File: config.mk
export PLATFORM = sky130hd
export DESIGN_NAME = ltm_timer
export DESIGN_NICKNAME = d
export VERILOG_FILES = /design/src/verilog/ltm_pkg.sv /design/src/verilog/ltm_timer.sv /design/src/verilog/ltm_edge_sync.sv
export SDC_FILE = /design/constraint.sdc
export NUM_CORES = 1
export LEC_CHECK = 0
export ABC_AREA = 0
export BUFFER_PORTS_ARGS = -buffer_cell sky130_fd_sc_hd__buf_2
export CORE_MARGIN = 1.5
export CORE_UTILIZATION = 62
export CTS_CLUSTER_DIAMETER = 50
export DETAILED_ROUTE_END_ITERATION = 8
export GPL_TIMING_DRIVEN = 1
export HOLD_SLACK_MARGIN = 0.02
export MAX_ROUTING_LAYER = met4
export PLACE_DENSITY = 0.86
export SLEW_MARGIN = 20
export SYNTH_ARGS = -nofsm -noshare
export SYNTH_HDL_FRONTEND = slang
export SYNTH_SLANG_ARGS = --single-unit
export TNS_END_PERCENT = 1
File: constraint.sdc
create_clock -name sys_clk_i -period 7.3 [get_ports sys_clk_i]
set_input_delay 0.365 -clock sys_clk_i [delete_from_list [all_inputs] [get_ports sys_clk_i]]
set_output_delay 0.365 -clock sys_clk_i [all_outputs]
set_load 0.1 [all_outputs]
File: src/verilog/ltm_pkg.sv
/*
 * Constants of the lifetime timer: register byte addresses, control
 * field positions, reset values and prescaler divide counts.
 * Assumes a 32-bit Avalon-MM slave port that decodes full byte addresses.
 */
package ltm_pkg;

	// Register byte addresses
	localparam logic [31:0] LTM_ADDR_LOAD  = 32'hFFFF0300;
	localparam logic [31:0] LTM_ADDR_LOW   = 32'hFFFF0304;
	localparam logic [31:0] LTM_ADDR_HIGH  = 32'hFFFF0308;
	localparam logic [31:0] LTM_ADDR_CTRL  = 32'hFFFF030C;
	localparam logic [31:0] LTM_ADDR_CLEAR = 32'hFFFF0310;
	localparam logic [31:0] LTM_ADDR_CAPT  = 32'hFFFF0314;

	// Control field positions
	localparam int LTM_CTL_PRE_LSB  = 0;
	localparam int LTM_CTL_WIDE     = 4;
	localparam int LTM_CTL_PERIODIC = 6;
	localparam int LTM_CTL_ENABLE   = 7;
	localparam int LTM_CTL_UP       = 8;
	localparam int LTM_CTL_CLK_LSB  = 9;
	localparam int LTM_CTL_SRC_LSB  = 12;
	localparam int LTM_CTL_CAPT_EN  = 17;

	// Implemented control bits; the rest read back as zero
	localparam logic [31:0] LTM_CTRL_MASK = 32'h0003F7DF;

	// Reset values
	localparam logic [31:0] LTM_CTRL_RST = 32'h00000000;
	localparam logic [15:0] LTM_LOAD_RST = 16'h0000;
	localparam logic [15:0] LTM_CAPT_RST = 16'h0000;
	localparam logic [47:0] LTM_CNT_RST  = 48'h000000000000;

	// Clock source codes
	localparam logic [1:0] LTM_CLK_CORE = 2'h0;
	localparam logic [1:0] LTM_CLK_LPO  = 2'h1;
	localparam logic [1:0] LTM_CLK_XTAL = 2'h2;
	localparam logic [1:0] LTM_CLK_PREC = 2'h3;

	// Prescaler codes and their terminal counts (ratio minus one)
	localparam logic [3:0]  LTM_PRE_DIV1     = 4'h0;
	localparam logic [3:0]  LTM_PRE_DIV16    = 4'h4;
	localparam logic [3:0]  LTM_PRE_DIV256   = 4'h8;
	localparam logic [3:0]  LTM_PRE_DIV32768 = 4'hF;
	localparam logic [14:0] LTM_PRE_MAX1     = 15'h0000;
	localparam logic [14:0] LTM_PRE_MAX16    = 15'h000F;
	localparam logic [14:0] LTM_PRE_MAX256   = 15'h00FF;
	localparam logic [14:0] LTM_PRE_MAX32768 = 15'h7FFF;

	// Interrupt source count feeding capture
	localparam int          LTM_NUM_SRC = 18;
	localparam logic [4:0]  LTM_SRC_LAST = 5'h11;
	localparam logic [15:0] LTM_N_MAX    = 16'hFFFF;
	localparam logic [15:0] LTM_N_MIN    = 16'h0000;

endpackage

File: src/verilog/ltm_timer.sv
/*
 * Lifetime timer: 48-bit up counter or 16-bit up/down counter with
 * reload, prescaler, clock select, event capture and interrupt.
 * Assumes an Avalon-MM master on sys_clk_i, slow clock pins from
 * outside the domain and interrupt sources on the same clock.
 */
// The Avalon-MM slave port was chosen for this implementation.
`timescale 1ns/1ps
module ltm_timer
	import ltm_pkg::*;
(
	input  wire logic        sys_clk_i,
	input  wire logic        sys_rst_i,
	input  wire logic        clk_en_i,
	input  wire logic [31:0] avs_address_i,
	input  wire logic        avs_read_i,
	input  wire logic        avs_write_i,
	input  wire logic [31:0] avs_writedata_i,
	input  wire logic [3:0]  avs_byteenable_i,
	output logic [31:0]      avs_readdata_o,
	output logic             avs_waitrequest_o,
	input  wire logic        lp_osc_i,
	input  wire logic        xtal_i,
	input  wire logic        prec_osc_i,
	input  wire logic [17:0] irq_src_i,
	output logic             irq_o
);

	logic [31:0] ctrl_reg;     // Control register
	logic [15:0] load_reg;     // Reload value
	logic [15:0] capt_reg;     // Captured count
	logic [47:0] cnt_reg;      // Counter
	logic [14:0] pre_reg;      // Prescaler count
	logic        src_prev_reg; // Selected source last cycle
	logic [31:0] rdata_next;   // Read mux
	logic [31:0] wmask;        // Byte lane mask
	logic [31:0] ctrl_next;    // Merged control write
	logic [2:0]  slow_rise;    // Slow clock edges
	logic        src_tick;     // Selected clock edge
	logic [14:0] pre_max;      // Prescaler terminal count
	logic        cnt_tick;     // Counter step
	logic        wr_acc;       // Write accepted this cycle
	logic        wide;         // 48-bit mode
	logic        up;           // Count up in 16-bit mode
	logic        wrap;         // 16-bit wrap this cycle
	logic        sel_src;      // Selected interrupt source
	logic        capt_hit;     // Capture event
	logic        clr_hit;      // Interrupt clear write

	// Slow sources, one synchroniser each
	genvar gi;
	generate
		for (gi = 0; gi < 3; gi++) begin : g_sync
			ltm_edge_sync u_sync (
				.sys_clk_i (sys_clk_i),
				.sys_rst_i (sys_rst_i),
				.clk_en_i  (clk_en_i),
				.pin_i     (gi == 0 ? lp_osc_i :
				            gi == 1 ? xtal_i : prec_osc_i),
				.rise_o    (slow_rise[gi])
			);
		end
	endgenerate

	// Mode bits
	assign wide = ctrl_reg[LTM_CTL_WIDE];
	assign up   = ctrl_reg[LTM_CTL_UP];

	// Clock source select
	always_comb begin
		case (ctrl_reg[LTM_CTL_CLK_LSB +: 2])
			LTM_CLK_CORE: src_tick = 1'b1;
			LTM_CLK_LPO:  src_tick = slow_rise[0];
			LTM_CLK_XTAL: src_tick = slow_rise[1];
			LTM_CLK_PREC: src_tick = slow_rise[2];
			default:      src_tick = 1'b0;
		endcase
	end

	// Prescaler ratio; undefined codes divide by one
	always_comb begin
		case (ctrl_reg[LTM_CTL_PRE_LSB +: 4])
			LTM_PRE_DIV16:    pre_max = LTM_PRE_MAX16;
			LTM_PRE_DIV256:   pre_max = LTM_PRE_MAX256;
			LTM_PRE_DIV32768: pre_max = LTM_PRE_MAX32768;
			default:          pre_max = LTM_PRE_MAX1;
		endcase
	end

	// Counter step when enabled, source edge and prescaler terminal
	assign cnt_tick = clk_en_i && ctrl_reg[LTM_CTL_ENABLE] && src_tick &&
	                  (pre_reg >= pre_max);

	// 16-bit wrap: overflow going up, underflow going down
	assign wrap = cnt_tick && !wide &&
	              (up ? cnt_reg[15:0] == LTM_N_MAX
	                  : cnt_reg[15:0] == LTM_N_MIN);

	// Bus strobes
	assign wr_acc  = clk_en_i && avs_write_i && !avs_waitrequest_o;
	assign clr_hit = wr_acc && avs_address_i == LTM_ADDR_CLEAR;
	assign wmask   = {{8{avs_byteenable_i[3]}}, {8{avs_byteenable_i[2]}},
	                  {8{avs_byteenable_i[1]}}, {8{avs_byteenable_i[0]}}};
	assign ctrl_next = ((ctrl_reg & ~wmask) | (avs_writedata_i & wmask))
	                   & LTM_CTRL_MASK;

	// Capture source: out-of-range numbers never fire
	assign sel_src = (ctrl_reg[LTM_CTL_SRC_LSB +: 5] <= LTM_SRC_LAST) &&
	                 irq_src_i[ctrl_reg[LTM_CTL_SRC_LSB +: 5]];
	assign capt_hit = clk_en_i && ctrl_reg[LTM_CTL_CAPT_EN] && !wide &&
	                  sel_src && !src_prev_reg;

	// Wait state: one per request, answer on the next edge
	always_ff @(posedge sys_clk_i) begin
		if (sys_rst_i) begin
			avs_waitrequest_o <= 1'b1;
		end else if (clk_en_i) begin
			if ((avs_read_i || avs_write_i) && avs_waitrequest_o) begin
				avs_waitrequest_o <= 1'b0;
			end else begin
				avs_waitrequest_o <= 1'b1;
			end
		end
	end

	// Read mux; unmapped and write-only addresses read zero
	always_comb begin
		case (avs_address_i)
			LTM_ADDR_LOAD: rdata_next = {16'h0000, load_reg};
			LTM_ADDR_LOW:  rdata_next = {16'h0000, cnt_reg[15:0]};
			LTM_ADDR_HIGH: rdata_next = cnt_reg[47:16];
			LTM_ADDR_CTRL: rdata_next = ctrl_reg;
			LTM_ADDR_CAPT: rdata_next = {16'h0000, capt_reg};
			default:       rdata_next = 32'h00000000;
		endcase
	end

	// Read data latched as the wait state drops
	always_ff @(posedge sys_clk_i) begin
		if (sys_rst_i) begin
			avs_readdata_o <= 32'h00000000;
		end else if (clk_en_i) begin
			if (avs_read_i && avs_waitrequest_o) begin
				avs_readdata_o <= rdata_next;
			end
		end
	end

	// Control register
	always_ff @(posedge sys_clk_i) begin
		if (sys_rst_i) begin
			ctrl_reg <= LTM_CTRL_RST;
		end else if (wr_acc && avs_address_i == LTM_ADDR_CTRL) begin
			ctrl_reg <= ctrl_next;
		end
	end

	// Load register, lower two byte lanes
	always_ff @(posedge sys_clk_i) begin
		if (sys_rst_i) begin
			load_reg <= LTM_LOAD_RST;
		end else if (wr_acc && avs_address_i == LTM_ADDR_LOAD) begin
			load_reg <= (load_reg & ~wmask[15:0]) |
			            (avs_writedata_i[15:0] & wmask[15:0]);
		end
	end

	// Prescaler; held at zero while stopped
	always_ff @(posedge sys_clk_i) begin
		if (sys_rst_i) begin
			pre_reg <= 15'h0000;
		end else if (clk_en_i) begin
			if (!ctrl_reg[LTM_CTL_ENABLE]) begin
				pre_reg <= 15'h0000;
			end else if (src_tick) begin
				if (pre_reg >= pre_max) begin
					pre_reg <= 15'h0000;
				end else begin
					pre_reg <= pre_reg + 15'h0001;
				end
			end
		end
	end

	// Counter
	always_ff @(posedge sys_clk_i) begin
		if (sys_rst_i) begin
			cnt_reg <= LTM_CNT_RST;
		end else if (wr_acc && avs_address_i == LTM_ADDR_CTRL &&
		             ctrl_next[LTM_CTL_WIDE] != wide) begin
			// Mode change restarts from zero
			cnt_reg <= LTM_CNT_RST;
		end else if (wr_acc && avs_address_i == LTM_ADDR_LOAD && !wide) begin
			// Load write also presets the 16-bit count
			cnt_reg <= {32'h00000000, avs_writedata_i[15:0]};
		end else if (cnt_tick) begin
			if (wide) begin
				cnt_reg <= cnt_reg + 48'h000000000001;
			end else if (wrap && ctrl_reg[LTM_CTL_PERIODIC]) begin
				cnt_reg <= {32'h00000000, load_reg};
			end else if (up) begin
				cnt_reg <= {32'h00000000, cnt_reg[15:0] + 16'h0001};
			end else begin
				cnt_reg <= {32'h00000000, cnt_reg[15:0] - 16'h0001};
			end
		end
	end

	// Source history for first-assertion detect
	always_ff @(posedge sys_clk_i) begin
		if (sys_rst_i) begin
			src_prev_reg <= 1'b0;
		end else if (clk_en_i) begin
			src_prev_reg <= sel_src;
		end
	end

	// Capture register; counter keeps running
	always_ff @(posedge sys_clk_i) begin
		if (sys_rst_i) begin
			capt_reg <= LTM_CAPT_RST;
		end else if (capt_hit) begin
			capt_reg <= cnt_reg[15:0];
		end
	end

	// Pending interrupt; a wrap in the clear cycle wins
	always_ff @(posedge sys_clk_i) begin
		if (sys_rst_i) begin
			irq_o <= 1'b0;
		end else if (wrap) begin
			irq_o <= 1'b1;
		end else if (clr_hit && !wide) begin
			irq_o <= 1'b0;
		end
	end
endmodule

File: src/verilog/ltm_edge_sync.sv
/*
 * Three-flop synchroniser with agreement filter for one slow clock pin.
 * Assumes the pin toggles far slower than sys_clk_i; emits one-cycle
 * pulse on each agreed rising edge.
 */
`timescale 1ns/1ps
module ltm_edge_sync
	import ltm_pkg::*;
(
	input  wire logic sys_clk_i,
	input  wire logic sys_rst_i,
	input  wire logic clk_en_i,
	input  wire logic pin_i,
	output logic      rise_o
);

	logic s1_reg;   // First stage, read only by second
	logic s2_reg;   // Second stage
	logic s3_reg;   // Third stage
	logic lvl_reg;  // Agreed level

	// Shift chain
	always_ff @(posedge sys_clk_i) begin
		if (sys_rst_i) begin
			s1_reg <= 1'b0;
			s2_reg <= 1'b0;
			s3_reg <= 1'b0;
		end else if (clk_en_i) begin
			s1_reg <= pin_i;
			s2_reg <= s1_reg;
			s3_reg <= s2_reg;
		end
	end

	// Level and edge only once stages two and three agree
	always_ff @(posedge sys_clk_i) begin
		if (sys_rst_i) begin
			lvl_reg <= 1'b0;
			rise_o  <= 1'b0;
		end else if (clk_en_i) begin
			if (s2_reg == s3_reg) begin
				lvl_reg <= s3_reg;
			end
			rise_o <= (s2_reg == s3_reg) && s3_reg && !lvl_reg;
		end
	end

endmodule

[Word level (Yosys, flattened, before mapping)]
Index checks and enable logic that the tools add are counted.
Storage, ports and cells
  logic and storage cells: 120
  input bits: 94
  output and inout port bits: 34
  flip-flop bits (word level): 161
Operators by class
  eq/ne operators: 18
  reductions and logical operators: 45
  $add $sub $neg: 4
  muxes and demuxes: 17
  bitwise logic cells: 8
  order comparisons: 3
Operator list (number)
  32-bit equality test, second input constant: 6
  32-bit case mux with 5 select lines: 1
  16-bit 2-to-1 mux: 4
  48-bit by 1-bit adder with 48-bit output, second input constant: 1
  48-bit 2-to-1 mux: 1
  15-bit 2-to-1 mux: 3
  15-bit case mux with 3 select lines: 1
  18-bit AND: 2
  16-bit AND: 2
  1-bit logical AND: 27
  18-bit inverter: 1
  18-bit OR: 1
  16-bit by 1-bit adder with 16-bit output, second input constant: 1
  16-bit equality test, second input constant: 1
  16-bit logical NOT: 1
  16-bit inverter: 1
  16-bit OR: 1
  16-bit by 1-bit subtractor with 16-bit output, second input constant: 1
  15-bit by 1-bit adder with 15-bit output, second input constant: 1
  15-bit greater-or-equal comparator: 1
  2-bit AND reduction: 5
  4-bit equality test, second input constant: 2
  1-bit logical NOT: 6
  5-bit by 6-bit less-than comparator with 1-bit output, second input constant: 1
  15 further kinds: 23

[Logic depth before layout (Yosys ltp)]
  word-level depth: 11
  gate-level depth with buffers: 14

[By module]
Synthesis repeated with hierarchy kept, for this count alone.
Unflattened totals
  cell total of the unflattened synthesis: 1063
  area total of the unflattened synthesis: 8972.4 um^2
By module, submodules not included
  ltm_timer: times used 1, sequential area each 2922.8 um^2, cells each 1003, area an instance 8334.2 um^2
  ltm_edge_sync: times used 3, sequential area each 100.1 um^2, cells each 20, area an instance 212.7 um^2

[Least setup slack after synthesis]
No wires, ideal clock.
  path kind: register -> register
  from: register with a tool-made name
  to: register cnt_reg[1]
  data required time: 7.174 ns
  setup time: 0.126 ns
  cell stages (with the launch flop): 14
  data arrival time: 3.217 ns
  period minus slack after synthesis: 3.343 ns
  setup slack: 3.957 ns
  cells stage by stage: dfxtp_1 nand4_1 o31ai_1 inv_1 ha_1 nand2_1 o21ai_0 a21oi_1 o31ai_1 and4_1 clkbuf_1 mux2_2 o211ai_1 a31oi_1
RTL lines
  end signal: assignment: line ltm_timer.sv:195  | cnt_reg <= {32'h00000000, avs_writedata_i[15:0]};
  end signal: assignment: line ltm_timer.sv:198  | cnt_reg <= cnt_reg + 48'h000000000001;
  end signal: assignment: line ltm_timer.sv:200  | cnt_reg <= {32'h00000000, load_reg};
  end: declaration: line ltm_timer.sv:32  | logic [47:0] cnt_reg;

==> impl_results.md <==
* Sequential share of the synthesized area at 36.7%
* Max-slew violations at 0
* Hold path start: xtal_i
* Worst hold stages at 3
* Top post-synthesis cells by area: dfxtp_1 37%, mux2i_1 6.5%, nor2_1 5.6%, ha_1 5.0%, a21oi_1 4.7%
* Worst Path Required at 7.58 ns
* Crit share post-route at 60.6%
* P_int at 1520 uW
* H-tree depth at 4
* Port Buffers at 112
* HPWL Detailed at 16,400 um
* Peak supply drop at 0.211 mV
* Iteration count of the initial detailed-routing pass at 8
* Die Footprint at 0.0149 mm2
* Mean Syn Cell Area at a little over 8 um2
* Fin crit period at 4.43 ns
* Comb pwr share at 6.4%
* WHS Endpoint: g_sync[1].u_sync.s1_reg
* Arrival time worst endpoint at about 4.7 ns
* Chip height at ~120 um
* Row Count at 43
* Slew @ Worst Pin at 1.09 ns
* Io pins at approximately 130
* Post-CTS Setup Repair Bufs at 0
* Number of flops mapped to enable cells by yosys at 0
* Sw Ratio at 23.5%
* Max Clock Skew at slightly below 0.008 ns
* Clock Sinks at 161
* Area of the multi-input gates at 0.00523 mm2
* Vias/cell at 6.40
* Synthesized cell area at between 0.008 and 0.009 mm2
* PD cells at 198 mW/mm2
* Most common cell after layout, fill and taps aside: dfxtp_1
* Die width at 122 um
* CP max stage delay at 0.80 ns
* Count of warnings emitted by yosys at 0
* DRT antenna net count at 0
* Commonest non-fill, non-tap cells in the layout: 161 x dfxtp_1, 132 x nor2_1, 111 x buf_2
* GR Overflow Total at 0
* Leak at around 0.0042 uW
* CTS-repair resized insts at 0
* Fmax at about 230 MHz
* Max FO, Critical Path at 13
* Startpoint type of the worst setup path: register
* Max Cap Viol at 0
* Clk pin slew, worst setup/hold paths at 0.06 ns
* Syn Inst Count at approximately 1,100
* Register area at 0.00322 mm2
* Net count after synthesis at about 1,200
* CP cell instances: nand4_1 > o31ai_1 > inv_1 > ha_1 > nand2_1 > o21ai_0 > a21oi_1 > o31ai_1 > and2_1 > nand2_1 > a221oi_1 > a2111oi_1
* Final RePlAce weighted congestion at 0.936
* Drt wl/cell at roughly 18 um
* Clock Power Share at 48.6%
* Sw Pwr at roughly 460 uW
* Final hold vios at 0
* Final Setup Violations at 0
* Synth-to-Final Area Change at 13.7%
* Final Util at a little under three quarters
* DRC at 0
* Top-area cell type share of the netlist area at 36.7%
* Rel. slew slack at 27.5%
* Share of layout cells above drive strength 1 at between 10% and 20%
* Clock Tree Buf Depth at 2
* Asr flop ratio synth at 0%
* RSZ-0062 raised after global routing: false
* Yosys reg bits at 161
* Antenna cell count at 0
* Hold Path Class: input port to register
* Later-pin clock latency in the skew report at 0.43 ns
* CTS root buffer: clkbuf_16
* Top cell type by total area after synthesis: dfxtp_1
* Initial core utilization at a little over three fifths
* Sequential group share of total power at ~45%
* CTS tree: yes
* Setup_tns at 0 ns
* Nets@finish at between 1,000 and 1,500
* Largest net degree at the start of global routing at 104
* Crit Reg-Reg Endpoint: cnt_reg[13]
* Initial antenna violation count at 0
* Total Routing Usage GR at 34.3%
* Cts hold-fix bufs at 0
* Main synth FF type: dfxtp_1
* Critical path type: register to register
* Worst Setup End Kind: register
* Post-Route WL at approximately 24,000 um
* First-pass GRT wire length at 39,200 um
* DR vias at 8,445
* Post-synthesis cell type count at approximately 60
* CTS Buf Count at 17
* R2R setup slack at roughly 2.9 ns
* Vias in the first global route at 7,981
* DR iter-0 viols at 931
* Fill cells at between 1,000 and 1,500
* Reg2Reg Depth at 12
* Crit-path slowest cell: o31ai_1
* Core area at 0.0139 mm2
* Status: finished clean
==> cell usage after synthesis, types with 5 or more instances <==
| master | n |
|---|---|
| a31oi_1 | 9 |
| mux2i_1 | 57 |
| xor2_1 | 37 |
| a211oi_1 | 7 |
| o21ai_0 | 44 |
| nand3_1 | 62 |
| and3_1 | 23 |
| dfxtp_1 | 161 |
| nand2_1 | 96 |
| or3_1 | 9 |
| and4_1 | 5 |
| nor2_1 | 132 |
| o211ai_1 | 22 |
| o31ai_1 | 6 |
| inv_1 | 12 |
| or2_2 | 5 |
| nand2b_1 | 9 |
| nand3b_1 | 14 |
| nor3_1 | 25 |
| a21oi_1 | 82 |
| ha_1 | 35 |
| a221oi_1 | 11 |
| or4_1 | 5 |
| buf_2 | 7 |
| xnor2_1 | 22 |
| nand4_1 | 18 |
| nor4_1 | 7 |
| a222oi_1 | 15 |
| clkbuf_1 | 57 |
==> logic make-up (layout without fill, tap and decap cells) <==
logic type	count (synthesis)	after routing	synth area share, %
and+or+nand+nor	430	430	23.9
AOI/OAI and AO/OA	225	225	16.5
DFF	161	161	36.7
buffers and inverters	82	165	3.90
muxes	64	64	7.91
xor gates and xnor gates	59	59	5.88
adders and majority gates	36	36	5.21
==> power by group through the flow <==
stage          Clock (uW)  Sequential (uW)  Combinational, uW
2_1_floorplan           0              947               47.1
3_3_place_gp            0              910                123
3_5_place_dp            0              910                125
4_1_cts               964              891                126
5_1_grt              1000              891                135
6_report              962              891                127
==> final cells by class <==
type,count,area share [%]
multi-input combinational,814,52.3
sequential,161,32.3
timing repair buffer,121,6.31
clock buffer,21,4.61
tap,180,2.26
clock inverter,11,1.78
inverter,12,0.451
==> stage by stage <==
stage / hold slack, ns / worst slack, ns / std cells / total power [uW] / area, um2
floorplan: 0.440 / 3.96 / 1057 / 994 / 8780
global placement: 0.437 / 3.17 / 1288 / 1030 / 9350
detailed placement: 0.440 / 3.04 / 1288 / 1040 / 9350
CTS: 0.172 / 2.95 / 1320 / 1980 / 9990
global route: 0.176 / 2.55 / 1320 / 2030 / 9990
finish: 0.175 / 2.87 / 1320 / 1980 / 9990
==> worst max-delay path, delay by kind of cell (launching register included) <==
kind,cells,cell delay (ns)
adders and majority gates,1,0.31
AOI/OAI and AO/OA,6,1.94
buffers and inverters,1,0.14
and+or+nand+nor,4,1.44
DFF,1,0.44
==> how the worst max path moves through the flow <==
stage             start  slack [ns]           to  cells after the start
6_report       register        2.87  cnt_reg[13]                     12
5_1_grt        register        2.55  cnt_reg[13]                     12
4_1_cts        register        2.95  cnt_reg[13]                     12
3_5_place_dp   register        3.04  cnt_reg[39]                     12
3_3_place_gp   register        3.17  cnt_reg[40]                     12
2_1_floorplan  register        3.96   cnt_reg[1]                     13
==> layer usage <==
layer	GRT usage (%)	vias up	routed length, um
met3	7.77	82	2100
li1	-	3969	-
met4	17.2	0	966
met2	52.5	411	11200
met5	-	-	0
met1	42.7	3983	9860
No activity file was read; power rests on OpenSTA's default activity.
